===== src/include/pmc_cfg.svh =====
// Offsets, field positions, reset values and the indicator count of the power control register
// How it works
// RULE1 - Register sits at byte offset 084h, 32 bits
// RULE2 - Bits 31:29 select state, reset 000
// RULE3 - Mode write dropped when sleep written 1
// RULE4 - Bit 28 enters sleep, reads 1 asleep
// RULE5 - Sleep write ignored when mode changes
// RULE6 - Host writes mode first, sleep later
// RULE7 - Host avoids sleep with full power selected
// RULE8 - Wake-up clears mode and sleep bits
// RULE9 - Bit 27 enables automatic wake-up; the code never wakes automatically from deep sleep
// RULE10 - Bit 26 undrives or idles indicator outputs
// RULE11 - Bit 25 needs two writes of 1
// RULE12 - Bit 22 needs two writes of 1
// RULE13 - Reads answered in reset-out or sleep
// RULE14 - Host distrusts reads while interface resets
// RULE15 - Partial byte reads are accepted
// RULE16 - Ready low asleep, high after stable D0
// RULE17 - Host wakes by access, polls test register
// RULE18 - Reserved bits read zero, ignore writes
`ifndef PMC_CFG_SVH
`define PMC_CFG_SVH

`define PMC_ADDR_W          12
`define PMC_CTRL_OFFSET     12'h084
`define PMC_MODE_HI         31
`define PMC_MODE_LO         29
`define PMC_SLEEP_BIT       28
`define PMC_WAKE_EN_BIT     27
`define PMC_IND_OFF_BIT     26
`define PMC_PTP_OFF_BIT     25
`define PMC_TSU_OFF_BIT     22
`define PMC_READY_BIT       0
`define PMC_MODE_RESET      3'h0
`define PMC_BIT_RESET       1'h0
`define PMC_IND_COUNT       4
`define PMC_LANE_TOP        3

`endif


===== src/include/pmc_pkg.sv =====
// Types shared by the power control register block
package pmc_pkg;

  // Requested low-power state codes
  typedef enum logic [2:0] {
    PMC_FULL_POWER   = 3'h0,
    PMC_LIGHT_SLEEP  = 3'h1,
    PMC_MEDIUM_SLEEP = 3'h2,
    PMC_DEEP_SLEEP   = 3'h3
  } pmc_state_code_t;

  // Sequencer states
  typedef enum logic [1:0] {
    PMC_ST_AWAKE  = 2'h0,
    PMC_ST_ASLEEP = 2'h1,
    PMC_ST_WAKING = 2'h2
  } pmc_seq_t;

endpackage


===== src/logic/pmc_power_control.sv =====
// Power control register with sleep sequencer and indicator gating
`timescale 1ns/100ps
`include "pmc_cfg.svh"

module pmc_power_control
(
  input  wire logic                           i_ref_clk,       // 250 MHz clock
  input  wire logic                           i_sys_rst,       // Async reset, active high
  input  wire logic [`PMC_ADDR_W-1:0]         i_reg_addr,      // Byte address
  input  wire logic                           i_reg_wr,        // Write strobe, one cycle
  input  wire logic                           i_reg_rd,        // Read strobe, one cycle
  input  wire logic [3:0]                     i_reg_be,        // Byte enables
  input  wire logic [31:0]                    i_reg_wdata,     // Write data
  output logic      [31:0]                    o_reg_rdata,     // Read data, registered
  output logic                                o_reg_ack,       // Access done, one cycle
  input  wire logic                           i_pll_locked,    // Clock multiplier stable, async
  input  wire logic                           i_wake_event,    // Wake event level, async
  input  wire logic [`PMC_IND_COUNT-1:0]      i_ind_value,     // Requested indicator level
  input  wire logic [`PMC_IND_COUNT-1:0]      i_ind_oe_n,      // Requested enable, low drives
  input  wire logic [`PMC_IND_COUNT-1:0]      i_ind_push_pull, // 1 push-pull, 0 open type
  input  wire logic [`PMC_IND_COUNT-1:0]      i_ind_inactive,  // Inactive level per pin
  output logic      [`PMC_IND_COUNT-1:0]      o_ind_out,       // Indicator pin value
  output logic      [`PMC_IND_COUNT-1:0]      o_ind_oe_n,      // Indicator enable, low drives
  output logic      [2:0]                     o_power_state,   // State now in force
  output logic                                o_sleep_active,  // Low-power state entered
  output logic                                o_device_ready,  // Device ready indication
  output logic                                o_ptp_clk_off,   // Precision-time clocks gated
  output logic                                o_tsu_clk_off    // Timestamp clocks gated
);

  // Register fields
  logic [2:0]           power_state_select;    // Requested state
  logic                 sleep_request;         // Reads 1 while asleep
  logic                 auto_wake_enable;      // Wake events may wake
  logic                 indicator_outputs_off; // Indicators quieted
  logic [1:0]           guard_bit;             // Precision-time, timestamp clock off
  logic [1:0]           guard_armed;           // First write of 1 seen
  pmc_pkg::pmc_seq_t    seq;                   // Sequencer state
  pmc_pkg::pmc_seq_t    next_seq;              // Next sequencer state

  // Synchronisers for pins from outside the clock domain
  logic [1:0]           pll_sync;              // Stage 0 read only by stage 1
  logic [1:0]           wake_sync;             // Stage 0 read only by stage 1
  logic                 pll_stable;            // Settled lock level
  logic                 wake_seen;             // Settled wake level

  // Decoded access
  logic                 hit;                   // Address matches the register
  logic                 wr_hit;                // Write to the register while awake
  logic                 top_lane;              // Byte 3 written
  logic                 mode_changes;          // Write carries a new state code
  logic                 sleep_one;             // Write carries 1 into sleep bit
  logic                 manual_wake;           // Any host access while asleep
  logic                 auto_wake;             // Permitted wake event
  logic [31:0]          read_word;             // Assembled read value
  logic [31:0]          lane_mask;             // Byte lanes selected

  assign pll_stable = pll_sync[1];
  assign wake_seen  = wake_sync[1];

  // Two-flop synchronisers; only the second stage feeds logic
  always_ff @(posedge i_ref_clk or posedge i_sys_rst)
  begin
    if (i_sys_rst)
    begin
      pll_sync  <= 2'h0;
      wake_sync <= 2'h0;
    end
    else
    begin
      pll_sync  <= {pll_sync[0], i_pll_locked};
      wake_sync <= {wake_sync[0], i_wake_event};
    end
  end

  // Address decode and write qualification
  always_comb
  begin
    hit          = (i_reg_addr == `PMC_CTRL_OFFSET); // RULE1
    // Writes while asleep only wake the device, their data is dropped
    wr_hit       = i_reg_wr && hit && (seq == pmc_pkg::PMC_ST_AWAKE);
    top_lane     = i_reg_be[`PMC_LANE_TOP];
    mode_changes = (i_reg_wdata[`PMC_MODE_HI:`PMC_MODE_LO] != power_state_select);
    sleep_one    = i_reg_wdata[`PMC_SLEEP_BIT];
  end

  // Wake sources
  always_comb
  begin
    manual_wake = (seq == pmc_pkg::PMC_ST_ASLEEP) && (i_reg_wr || i_reg_rd);
    // Deep sleep stops the oscillator, so only a host access can end it
    auto_wake   = (seq == pmc_pkg::PMC_ST_ASLEEP) && auto_wake_enable && wake_seen // RULE9
                  && (power_state_select != pmc_pkg::PMC_DEEP_SLEEP);
  end

  // Sequencer next state
  always_comb
  begin
    next_seq = seq;
    case (seq)
      pmc_pkg::PMC_ST_AWAKE:
      begin
        // Enter whatever state is held, full power code included
        if (wr_hit && top_lane && sleep_one && !mode_changes) // RULE4 RULE5
          next_seq = pmc_pkg::PMC_ST_ASLEEP;
      end
      pmc_pkg::PMC_ST_ASLEEP:
      begin
        if (manual_wake || auto_wake)
          next_seq = pmc_pkg::PMC_ST_WAKING;
      end
      pmc_pkg::PMC_ST_WAKING:
      begin
        // Back in full power once the multiplier has settled
        if (pll_stable) // RULE16
          next_seq = pmc_pkg::PMC_ST_AWAKE;
      end
      default:
      begin
        next_seq = pmc_pkg::PMC_ST_AWAKE;
      end
    endcase
  end

  // Sequencer state register
  always_ff @(posedge i_ref_clk or posedge i_sys_rst)
  begin
    if (i_sys_rst)
      seq <= pmc_pkg::PMC_ST_AWAKE;
    else
      seq <= next_seq;
  end

  // State select field
  always_ff @(posedge i_ref_clk or posedge i_sys_rst)
  begin
    if (i_sys_rst)
      power_state_select <= `PMC_MODE_RESET; // RULE2
    else if (seq == pmc_pkg::PMC_ST_WAKING && next_seq == pmc_pkg::PMC_ST_AWAKE)
      power_state_select <= `PMC_MODE_RESET; // RULE8
    else if (wr_hit && top_lane && !sleep_one) // RULE3
      power_state_select <= i_reg_wdata[`PMC_MODE_HI:`PMC_MODE_LO]; // RULE2
  end

  // Sleep bit: follows the sequencer, clears as full power returns
  always_ff @(posedge i_ref_clk or posedge i_sys_rst)
  begin
    if (i_sys_rst)
      sleep_request <= `PMC_BIT_RESET;
    else if (next_seq == pmc_pkg::PMC_ST_ASLEEP)
      sleep_request <= 1'h1; // RULE4
    else if (next_seq == pmc_pkg::PMC_ST_AWAKE)
      sleep_request <= 1'h0; // RULE8
  end

  // Plain read-write control bits
  always_ff @(posedge i_ref_clk or posedge i_sys_rst)
  begin
    if (i_sys_rst)
    begin
      auto_wake_enable      <= `PMC_BIT_RESET;
      indicator_outputs_off <= `PMC_BIT_RESET;
    end
    else if (wr_hit && top_lane)
    begin
      auto_wake_enable      <= i_reg_wdata[`PMC_WAKE_EN_BIT]; // RULE9
      indicator_outputs_off <= i_reg_wdata[`PMC_IND_OFF_BIT]; // RULE10
    end
  end

  // Guarded clock-off bits: a second consecutive write of 1 sets them
  genvar g;
  generate
    for (g = 0; g < 2; g = g + 1)
    begin : gen_guard
      localparam int POS = (g == 0) ? `PMC_PTP_OFF_BIT : `PMC_TSU_OFF_BIT;
      always_ff @(posedge i_ref_clk or posedge i_sys_rst)
      begin
        if (i_sys_rst)
        begin
          guard_bit[g]   <= `PMC_BIT_RESET;
          guard_armed[g] <= 1'h0;
        end
        else if (wr_hit && i_reg_be[POS/8])
        begin
          if (!i_reg_wdata[POS])
          begin
            // Zero clears the bit and restarts the count
            guard_bit[g]   <= 1'h0; // RULE11 RULE12
            guard_armed[g] <= 1'h0;
          end
          else if (guard_armed[g])
            guard_bit[g]   <= 1'h1; // RULE11 RULE12
          else
            guard_armed[g] <= 1'h1;
        end
      end
    end
  endgenerate

  // Read word; reserved positions stay zero
  always_comb
  begin
    read_word                                = 32'h0; // RULE18
    read_word[`PMC_MODE_HI:`PMC_MODE_LO]     = power_state_select;
    read_word[`PMC_SLEEP_BIT]                = sleep_request;
    read_word[`PMC_WAKE_EN_BIT]              = auto_wake_enable;
    read_word[`PMC_IND_OFF_BIT]              = indicator_outputs_off;
    read_word[`PMC_PTP_OFF_BIT]              = guard_bit[0];
    read_word[`PMC_TSU_OFF_BIT]              = guard_bit[1];
    read_word[`PMC_READY_BIT]                = o_device_ready;
    lane_mask = {{8{i_reg_be[3]}}, {8{i_reg_be[2]}}, {8{i_reg_be[1]}}, {8{i_reg_be[0]}}};
  end

  // Read and write answer; reads work in every sequencer state
  always_ff @(posedge i_ref_clk or posedge i_sys_rst)
  begin
    if (i_sys_rst)
    begin
      o_reg_rdata <= 32'h0;
      o_reg_ack   <= 1'h0;
    end
    else
    begin
      o_reg_ack <= i_reg_wr || i_reg_rd; // RULE13
      if (i_reg_rd)
        // Unselected lanes and unmapped addresses read zero
        o_reg_rdata <= hit ? (read_word & lane_mask) : 32'h0; // RULE15
    end
  end

  // Status and clock-gate outputs
  always_ff @(posedge i_ref_clk or posedge i_sys_rst)
  begin
    if (i_sys_rst)
    begin
      o_power_state  <= `PMC_MODE_RESET;
      o_sleep_active <= 1'h0;
      o_device_ready <= 1'h0;
      o_ptp_clk_off  <= 1'h0;
      o_tsu_clk_off  <= 1'h0;
    end
    else
    begin
      o_sleep_active <= (next_seq == pmc_pkg::PMC_ST_ASLEEP);
      o_power_state  <= (next_seq == pmc_pkg::PMC_ST_ASLEEP) ? power_state_select
                                                             : `PMC_MODE_RESET;
      // Drops on the cycle sleep starts, rises only in stable full power
      o_device_ready <= (next_seq == pmc_pkg::PMC_ST_AWAKE) && pll_stable; // RULE16
      o_ptp_clk_off  <= guard_bit[0]; // RULE11
      o_tsu_clk_off  <= guard_bit[1]; // RULE12
    end
  end

  // Indicator pins: open types released, push-pull held inactive
  generate
    for (g = 0; g < `PMC_IND_COUNT; g = g + 1)
    begin : gen_ind
      always_ff @(posedge i_ref_clk or posedge i_sys_rst)
      begin
        if (i_sys_rst)
        begin
          o_ind_out[g]  <= 1'h0;
          o_ind_oe_n[g] <= 1'h1;
        end
        else if (indicator_outputs_off && i_ind_push_pull[g])
        begin
          o_ind_out[g]  <= i_ind_inactive[g]; // RULE10
          o_ind_oe_n[g] <= 1'h0;
        end
        else if (indicator_outputs_off)
        begin
          o_ind_out[g]  <= i_ind_inactive[g];
          o_ind_oe_n[g] <= 1'h1; // RULE10
        end
        else
        begin
          o_ind_out[g]  <= i_ind_value[g];
          o_ind_oe_n[g] <= i_ind_oe_n[g];
        end
      end
    end
  endgenerate

endmodule


===== config.mk =====
export PLATFORM = sky130hd
export DESIGN_NAME = pmc_power_control
export DESIGN_NICKNAME = d
export VERILOG_FILES = /design/src/include/pmc_pkg.sv /design/src/logic/pmc_power_control.sv
export VERILOG_INCLUDE_DIRS = /design/src /design/src/include
export SDC_FILE = /design/constraint.sdc
export NUM_CORES = 1
export LEC_CHECK = 0
export BUFFER_PORTS_ARGS = -buffer_cell sky130_fd_sc_hd__buf_2
export CORE_ASPECT_RATIO = 0.8
export CORE_MARGIN = 4
export CORE_UTILIZATION = 45
export DETAILED_ROUTE_END_ITERATION = 16
export PLACE_DENSITY_LB_ADDON = 0.25
export SLEW_MARGIN = 40
export SYNTH_ARGS = -nofsm -noshare
export SYNTH_HDL_FRONTEND = slang
export SYNTH_SLANG_ARGS = --single-unit

===== constraint.sdc =====
create_clock -name i_ref_clk -period 2.5 [get_ports i_ref_clk]
set_input_delay 0.125 -clock i_ref_clk [delete_from_list [all_inputs] [get_ports i_ref_clk]]
set_output_delay 0.125 -clock i_ref_clk [all_outputs]
set_load 0.02 [all_outputs]

==> results of run 1 <==
[per-layer routing]
| metal | global-route usage (%) | up-vias | part of all wire [%] |
|---|---|---|---|
| met5 | 0 | - | 0 |
| met4 | 6.33 | 0 | 2.0 |
| met3 | 4.66 | 6 | 8.3 |
| met2 | 23.2 | 63 | 47 |
| met1 | 20.6 | 604 | 42 |
| li1 | - | 628 | - |
[kinds of logic after synthesis]
group                     count (synthesis)  share of synthesized area, %
other                                     1                         0.201
buffers and inverters                    34                          11.9
muxes                                    12                          7.77
and+or+nand+nor                          30                          14.1
AOI/OAI and AO/OA                        25                          9.51
DFF                                      41                          55.2
xor gates and xnor gates                  3                          1.41
[sequential cells by signal, indices dropped and copies added, names as in the netlist, 2 cells and up]
name                count
pll_sync                2
o_ind_oe_n              4
power_state_select      3
o_ind_out               4
o_reg_rdata             9
guard_bit               2
o_power_state           3
wake_sync               2
guard_armed             2
seq                     2
[what timing repair did]
action                    in CTS  in global routing
hold endpoints to repair      43                  0
hold buffers                   7                  0
setup buffers                  0                  0
[cell usage after synthesis (2+ instances only)]
cell       number  area (um^2)
dfrtp_1        37          926
buf_4          25          188
inv_1           8         30.0
a22o_1          7         61.3
o21ai_0         6         30.0
and2_1          4         25.0
dfstp_2         4          105
mux2_2          4         45.0
mux2_4          4         60.1
mux2i_1         4         40.0
nand4_1         4         25.0
a21oi_1         3         15.0
nand4b_1        3         26.3
nor2_1          3         11.3
xnor2_1         3         26.3
a31oi_1         2         12.5
nand2b_1        2         12.5
nor4b_4         2         47.6
o2bb2ai_1       2         17.5
[worst reg2reg max path, cell delays in order, from the launching register on]
cell       delay (ns)
dfrtp_1          0.47
and4bb_2         0.33
nand4_1          0.10
buf_4            0.21
o2bb2ai_1        0.29
and2_1           0.17
[through the flow]
stage	cells	total power [mW]	utilization, %	cell area, um^2	hold slack, ns
final	283	1.25	60.2	2350	0.0318
after global routing	283	1.31	60.2	2350	0.0292
after CTS	283	1.27	60.2	2350	0.0230
after detailed placement	268	0.824	56.1	2190	0.234
after global placement	268	0.823	56.1	2190	0.235
after floorplan	168	0.793	-	1950	0.156
[cell type report]
cell class,instances,area (um^2)
sequential,41,1030
timing repair buffer,78,430
inverter,8,30.0
fill,337,1560
tap,55,68.8
clock buffer,8,90.1
multi-input combinational,93,698
[power by group through the flow]
| stage | registers, mW | clock network, mW | logic (mW) |
|---|---|---|---|
| 6_report | 0.680 | 0.433 | 0.139 |
| 5_1_grt | 0.682 | 0.478 | 0.154 |
| 4_1_cts | 0.680 | 0.452 | 0.140 |
| 3_5_place_dp | 0.693 | 0 | 0.131 |
| 3_3_place_gp | 0.693 | 0 | 0.130 |
| 2_1_floorplan | 0.704 | 0 | 0.0887 |
[final timing paths]
| check | endpoint | slack [ns] | cells past startpoint |
|---|---|---|---|
| max | o_power_state[2] | 0.89 | 5 |
| min | o_ind_oe_n[3] | 0.03 | 3 |
| max reg2reg | o_power_state[2] | 0.89 | 5 |
| min reg2reg | pll_sync[1] | 0.35 | 0 |
| max in group asynchronous | o_ind_oe_n[3] | 1.64 | 4 |
| min in group asynchronous | o_reg_rdata[30] | 0.50 | 4 |
==> out/summary.txt, run 1 <==
critical path startpoint: seq[0]
library cells used by synthesis: 38
GP Congestion: 0.716
commonest non-fill, non-tap cell in the layout: buf_2
Worst EP required: 2.73 ns
power share of the clock group: 34.6%
RR Startpoint: seq[0]
1st-iter DRT viols: 66
critical path class: reg2reg
Main synth FF type: dfrtp_1
pre-CTS setup slack: 0.916 ns
hpwl dp: 2770 um
via count: 1301
status: finished clean
arrival time of the worst setup path: 1.85 ns
Int Pwr: 954 uW
GR Util All Layers: 15.4%
Crit-path slowest cell: dfrtp_1
WL final: 3780 um
CP Launch Type: flop
die height: 65.6 um
Detail Route Antenna Nets: 0
PwrDens: 533 nW/um^2
synthesis-to-finish area growth: 25.7%
hold wc startpoint: i_ind_oe_n[3]
DR pass1 iterations: 4
Net Switching: 298 uW
first-pass GRT wire length: 6090 um
Clock Root Buffer: clkbuf_8
antenna violations before repair: 0
unrepaired setup endpoints after global routing: false
# clock sinks: 41
CTS Buffer Depth: 2
commonest cells after routing, fill and taps aside: buf_2 (69), dfrtp_1 (37), conb_1 (23), inv_1 (8)
Tmin final: 1.61 ns
CTS Buf Count: 5
number of diodes: 0
row cnt: 20
vias in the first global route: 1307
setup_tns: 0 ns
fin worst setup slack: 0.886 ns
die area: 5250 um^2
core box area: 3900 um^2
Gate Count Post-Synth: 146
ys async rst share: 100%
flops & latches, synth: 41
htree depth: 2
TritonCTS clock tree: yes
Final Hold Fails: 0
Fmax: 620 MHz
PortBufs: 69
Seq pwr share: 54.3%
DR vias/cell: 4.60
delay of the slowest critical-path stage: 0.47 ns
Mapped Area: 1870 um^2
MaxCap Viol Count: 0
clk_lat worst skew: 0.29 ns
Die X: 80.0 um
power share of the combinational group: 11.1%
Cell Chain, Critical Path: and4bb_2, nand4_1, buf_4, o2bb2ai_1, and2_1
Ports: 118
Nets: 297
WL/cell: 13.4 um
crit share post-route: 64.6%
Crit Path Max Fanout: 11
post_cts resized: 0
largest net degree at the start of global routing: 42
Slew Viols, Final: 0
Yosys warnings: 0
leakage power: 1.22 nW
mean post-synth cell area: 12.8 um^2
Initial Utilization: 47.9%
Final setup viols: 0
cell family with most CP delay: simple AND/OR/NAND/NOR gates
Clock Skews: 0.00816 ns
IR drop worst, VDD: 252 uV
switching part of the total power: 23.8%
worst path bufs/invs: 1
register area share after synthesis: 55.2%
residual DRC count: 0
share of layout cells above drive strength 1: 43.0%
Worst Hold Class: in2reg
CP endpoint kind: flop
Overflow after GRT: 0
Worst-path clk slew: 0.08 ns
EDFF count, synth: 0
Note: power is estimated with default switching activity, not from simulation.
==> run 2: changes to the inputs <==
CORE_UTILIZATION = 38   (was 45)
clock period = 1.47 ns   (was 2.5 ns; I/O delays follow)
==> out/summary.txt, run 2 (synthesis results as in run 1) <==
vias in the first global route: 1281 (was 1307)
Overflow after GRT: 0 (unchanged)
most used routing layer: met2 (unchanged)
Initial Utilization: 39.9% (was 47.9%)
Worst-path clk slew: 0.08 ns (about the same)
die area: 6110 um^2 (was 5250 um^2)
CP Launch Type: flop (unchanged)
GP Congestion: 0.790 (was 0.716)
DR vias/cell: 4.44 (was 4.60)
GR Util All Layers: 13.2% (was 15.4%)
Crit-path slowest cell: dfrtp_1 (unchanged)
WL/cell: 13.2 um (was 13.4 um)
worst path bufs/invs: 1 (unchanged)
hold wc startpoint: i_ind_inactive[0] (was i_ind_oe_n[3])
crit share post-route: 104% (was 64.6%)
Slew Viols, Final: 0 (unchanged)
PortBufs: 69 (unchanged)
Placed Instance Area: 2280 um^2 (was 2190 um^2)
Crit Path Max Fanout: 5 (was 11)
MaxCap Viol Count: 0 (unchanged)
Post-Layout Inst Area: 2530 um^2 (was 2350 um^2)
share of layout cells above drive strength 1: 46.3% (was 43.0%)
FILL cells: 410 (was 337)
status: finished, violations left (was finished clean)
arrival time of the worst setup path: 1.70 ns (was 1.85 ns)
core box area: 4680 um^2 (was 3900 um^2)
Cell Chain, Critical Path: and4bb_2, nand4_1, buf_4, mux2_4 (was and4bb_2, nand4_1, buf_4, o2bb2ai_1, and2_1)
Largest regs: o_reg_rdata: 9 flops, o_ind_oe_n: 4 flops, o_ind_out: 4 flops (unchanged)
# clock sinks: 41 (unchanged)
largest net degree at the start of global routing: 42 (unchanged)
Fmax: 653 MHz (was 620 MHz)
CP endpoint kind: flop (unchanged)
DR pass1 iterations: 4 (unchanged)
Ports: 118 (unchanged)
Die X: 86.4 um (was 80.0 um)
worst hold margin: 0.0182 ns (was 0.0318 ns)
R2R cell count: 4 (was 5)
Clock Skews: 0.00802 ns (was 0.00816 ns)
TritonCTS clock tree: yes (unchanged)
antenna violations before repair: 0 (unchanged)
Reg with most FFs: o_reg_rdata (unchanged)
setup_tns: -0.180 ns (was 0 ns)
WL final: 4010 um (was 3780 um)
hpwl dp: 3010 um (was 2770 um)
Clock Root Buffer: clkbuf_8 (unchanged)
Nets: 313 (was 297)
residual DRC count: 0 (unchanged)
Hold Path End: o_ind_out[0] (was o_ind_oe_n[3])
Worst EP required: 1.64 ns (was 2.73 ns)
Final setup viols: 4 (was 0)
met2 GRT Util: 20.6% (was 23.2%)
cell family with most CP delay: simple AND/OR/NAND/NOR gates (unchanged)
clk_lat worst skew: 0.28 ns (was 0.29 ns)
Detail Route Antenna Nets: 0 (unchanged)
number of diodes: 0 (unchanged)
FF-to-FF End: guard_armed[0] (was o_power_state[2])
unrepaired setup endpoints after global routing: true (was false)
PwrDens: 917 nW/um^2 (was 533 nW/um^2)
number of stages on the worst setup path: 4 (was 5)
1st-iter DRT viols: 25 (was 66)
die height: 70.7 um (was 65.6 um)
max FFs per register: 9 (unchanged)
synthesis-to-finish area growth: 35.7% (was 25.7%)
failing checks: negative setup slack
Tmin final: 1.53 ns (was 1.61 ns)
Final Hold Fails: 0 (unchanged)
delay of the slowest critical-path stage: 0.39 ns (was 0.47 ns)
fin worst setup slack: -0.0614 ns (was 0.886 ns)
RR Startpoint: seq[1] (was seq[0])
CTS Buf Count: 5 (unchanged)
pre-CTS setup slack: -0.0397 ns (was 0.916 ns)
CTS Buffer Depth: 2 (unchanged)
commonest cells after routing, fill and taps aside: buf_2 (69), dfrtp_1 (37), conb_1 (23), buf_4 (14), dlygate4sd3_1 (11) (was buf_2 (69), dfrtp_1 (37), conb_1 (23), inv_1 (8))
hold path depth: 2 (was 3)
via count: 1349 (was 1301)
GR Util met1: 17.8% (was 20.6%)
Worst Hold Class: in2reg (unchanged)
commonest non-fill, non-tap cell in the layout: buf_2 (unchanged)
first-pass GRT wire length: 6200 um (was 6090 um)
row cnt: 22 (was 20)
htree depth: 2 (unchanged)
IR drop worst, VDD: 527 uV (was 252 uV)
M3 GR Usage: 3.14% (was 4.66%)
register-to-register setup slack: -0.06 ns (was 0.89 ns)
critical path class: reg2reg (unchanged)
leakage power: 1.32 nW (was 1.22 nW)
[run 2: worst max path at each step]
stage / startpoint / endpoint / slack (ns)
3_3_place_gp: seq[1] / guard_armed[0] / -0.03
6_report: seq[1] / guard_armed[0] / -0.06
5_1_grt: seq[0] / indicator_outputs_off / -0.08
3_5_place_dp: seq[1] / auto_wake_enable / -0.04
2_1_floorplan: seq[0] / auto_wake_enable / 0.06
4_1_cts: seq[1] / guard_armed[0] / -0.05
[run 2: layer usage]
layer | wire length [um] | share of wire [%]
met5 | 0 | 0
met4 | 34 | 0.85
met3 | 231 | 5.8
met2 | 1990 | 50
met1 | 1760 | 44
[run 2: cell type report]
type / instances / area [um^2] / share of cell area [%]
clock buffer: 7 / 86.3 / 3.41
clock inverter: 1 / 30.0 / 1.18
inverter: 8 / 30.0 / 1.18
multi-input combinational: 93 / 722 / 28.5
sequential: 41 / 1030 / 40.7
tap: 60 / 75.1 / 2.96
timing repair buffer: 94 / 561 / 22.1
[run 2: per-stage QoR]
step / cells / power, mW / utilization [%]
global route: 304 / 2.43 / 54.2
CTS: 304 / 2.36 / 53.7
floorplan: 168 / 1.35 / -
finish: 304 / 2.32 / 54.2
global placement: 284 / 1.41 / 48.7
detailed placement: 284 / 1.41 / 48.7
[run 2: report_power, final]
group	internal [mW]	total, mW	switching [mW]
Sequential	1.15	1.16	0.00624
Combinational	0.100	0.253	0.153
Clock	0.553	0.913	0.360
Total	1.80	2.32	0.519
[run 2: timing repair]
item / in CTS / in global routing
pin swaps: 0 / 3
buffers inserted: 1 / 0
setup endpoints to repair: 4 / 13
resized for setup: 0 / 6
hold buffers: 11 / 0
endpoints found under the hold margin: 43 / 0
==> run 3: changes to the inputs <==
CELL_PAD_IN_SITES_DETAIL_PLACEMENT = 1   (was unset)
CELL_PAD_IN_SITES_GLOBAL_PLACEMENT = 2   (was unset)
CORE_UTILIZATION = 22   (was 38)
==> out/summary.txt, run 3 (synthesis results as in run 1) <==
status: finished, violations left (unchanged)
failing checks: negative setup slack (unchanged)
Worst EP required: 1.64 ns (about the same)
residual DRC count: 0 (unchanged)
Worst Hold Class: in2reg (unchanged)
DR vias/cell: 3.88 (was 4.44)
Crit-path slowest cell: dfrtp_1 (unchanged)
Post-Layout Inst Area: 2560 um^2 (was 2530 um^2)
Tmin final: 1.48 ns (was 1.53 ns)
hpwl dp: 3800 um (was 3010 um)
CTS Buffer Depth: 2 (unchanged)
Worst-path clk slew: 0.08 ns (about the same)
WL/cell: 14.0 um (was 13.2 um)
CP endpoint kind: flop (unchanged)
critical path class: reg2reg (unchanged)
FILL cells: 955 (was 410)
Slew Viols, Final: 0 (unchanged)
1st-iter DRT viols: 30 (was 25)
non-filler cells in the finished layout: 351 (was 304)
largest net degree at the start of global routing: 42 (unchanged)
vias in the first global route: 1443 (was 1281)
max FFs per register: 9 (unchanged)
die area: 10000 um^2 (was 6110 um^2)
TritonCTS clock tree: yes (unchanged)
core box area: 8090 um^2 (was 4680 um^2)
antenna violations before repair: 0 (unchanged)
CP Launch Type: flop (unchanged)
Die X: 111 um (was 86.4 um)
GR Util All Layers: 9.81% (was 13.2%)
htree depth: 2 (unchanged)
row cnt: 29 (was 22)
leakage power: 1.30 nW (was 1.32 nW)
share of layout cells above drive strength 1: 45.7% (was 46.3%)
first-pass GRT wire length: 7820 um (was 6200 um)
Final setup viols: 2 (was 4)
Cell Chain, Critical Path: and4bb_2, nand4_1, buf_6, mux2_4 (was and4bb_2, nand4_1, buf_4, mux2_4)
crit share post-route: 100% (was 104%)
Slew headroom: 65.4%
setup_tns: -0.00716 ns (was -0.180 ns)
Final Total Pwr: 2.16 mW (was 2.32 mW)
Largest regs: o_reg_rdata: 9 flops, o_ind_oe_n: 4 flops, o_ind_out: 4 flops (unchanged)
via count: 1361 (was 1349)
# clock sinks: 41 (unchanged)
Ports: 118 (unchanged)
fin worst setup slack: -0.00654 ns (was -0.0614 ns)
Nets: 312 (was 313)
Overflow after GRT: 0 (unchanged)
synthesis-to-finish area growth: 37.1% (was 35.7%)
commonest cells after routing, fill and taps aside: buf_2 (69), dfrtp_1 (37), conb_1 (23), dlygate4sd3_1 (12), buf_4 (11) (was buf_2 (69), dfrtp_1 (37), conb_1 (23), buf_4 (14), dlygate4sd3_1 (11))
IR drop worst, VDD: 299 uV (was 527 uV)
delay of the slowest critical-path stage: 0.38 ns (was 0.39 ns)
DR pass1 iterations: 2 (was 4)
unrepaired setup endpoints after global routing: true (unchanged)
commonest non-fill, non-tap cell in the layout: buf_2 (unchanged)
pre-CTS setup slack: -0.0266 ns (was -0.0397 ns)
PortBufs: 69 (unchanged)
MaxCap Viol Count: 0 (unchanged)
GP Congestion: 0.654 (was 0.790)
Worst Tran Pin Value: 0.518 ns
Final Util: 31.7% (was 54.2%)
Detail Route Antenna Nets: 0 (unchanged)
Reg with most FFs: o_reg_rdata (unchanged)
Placed Instance Area: 2330 um^2 (was 2280 um^2)
placed insts: 331 (was 284)
die height: 90.4 um (was 70.7 um)
number of diodes: 0 (unchanged)
Fmax: 677 MHz (was 653 MHz)
WL final: 4900 um (was 4010 um)
Initial Utilization: 23.1% (was 39.9%)
arrival time of the worst setup path: 1.65 ns (was 1.70 ns)
Final Hold Fails: 0 (unchanged)
clk_lat worst skew: 0.28 ns (about the same)
Clock Root Buffer: clkbuf_8 (unchanged)
Crit Path Max Fanout: 8 (was 5)
PwrDens: 842 nW/um^2 (was 917 nW/um^2)
Clock Skews: 0.00618 ns (was 0.00802 ns)
CTS Buf Count: 5 (unchanged)
worst hold margin: 0.0153 ns (was 0.0182 ns)
-- run 3: layout make-up --
| class | instances | area (um^2) | share of cell area [%] |
|---|---|---|---|
| repair buffers | 93 | 559 | 21.8 |
| flip-flops and latches | 41 | 1030 | 40.3 |
| multi-input cells | 93 | 716 | 27.9 |
| inverters | 8 | 30.0 | 1.17 |
| well taps | 108 | 135 | 5.28 |
| clock buffers | 8 | 90.1 | 3.52 |
-- run 3: layer usage --
| layer | up-vias | GRT usage [%] | wire length, um |
|---|---|---|---|
| met1 | 660 | 12.9 | 2270 |
| met5 | - | 0 | 0 |
| li1 | 661 | - | - |
| met3 | 5 | 3.22 | 228 |
| met4 | 0 | 2.43 | 47 |
| met2 | 35 | 15.7 | 2360 |
-- run 3: timing repair --
action / 4_1_cts / 5_1_grt
setup buffers: 0 / 0
pin swaps: 1 / 1
hold endpoints to repair: 43 / 1
resized for setup: 1 / 3
endpoints found under the setup margin: 3 / 9
hold buffers: 11 / 1
-- run 3: final timing paths --
path | startpoint | to | slack [ns] | cells past startpoint
max | seq[0] | guard_armed[0] | -0.007 | 4
min | i_reg_wdata[27] | auto_wake_enable | 0.02 | 2
max reg2reg | seq[0] | guard_armed[0] | -0.007 | 4
min reg2reg | pll_sync[0] | pll_sync[1] | 0.35 | 0
max in group asynchronous | i_sys_rst | o_ind_oe_n[1] | 0.65 | 4
min in group asynchronous | i_sys_rst | o_reg_rdata[26] | 0.45 | 4
-- run 3: report_power, final --
| group | leakage (nW) | switching (mW) | total, mW | internal (mW) |
|---|---|---|---|---|
| Sequential | 0.535 | 0.00695 | 1.16 | 1.15 |
| Clock | 0.0455 | 0.356 | 0.738 | 0.383 |
| Combinational | 0.720 | 0.157 | 0.259 | 0.102 |
| Total | 1.30 | 0.519 | 2.16 | 1.64 |
-- run 3: critical path, delay by kind of cell, from the launching register on --
family	cells	cell delay [ns]
muxes	1	0.29
DFF	1	0.38
buffers and inverters	1	0.22
and+or+nand+nor	2	0.48
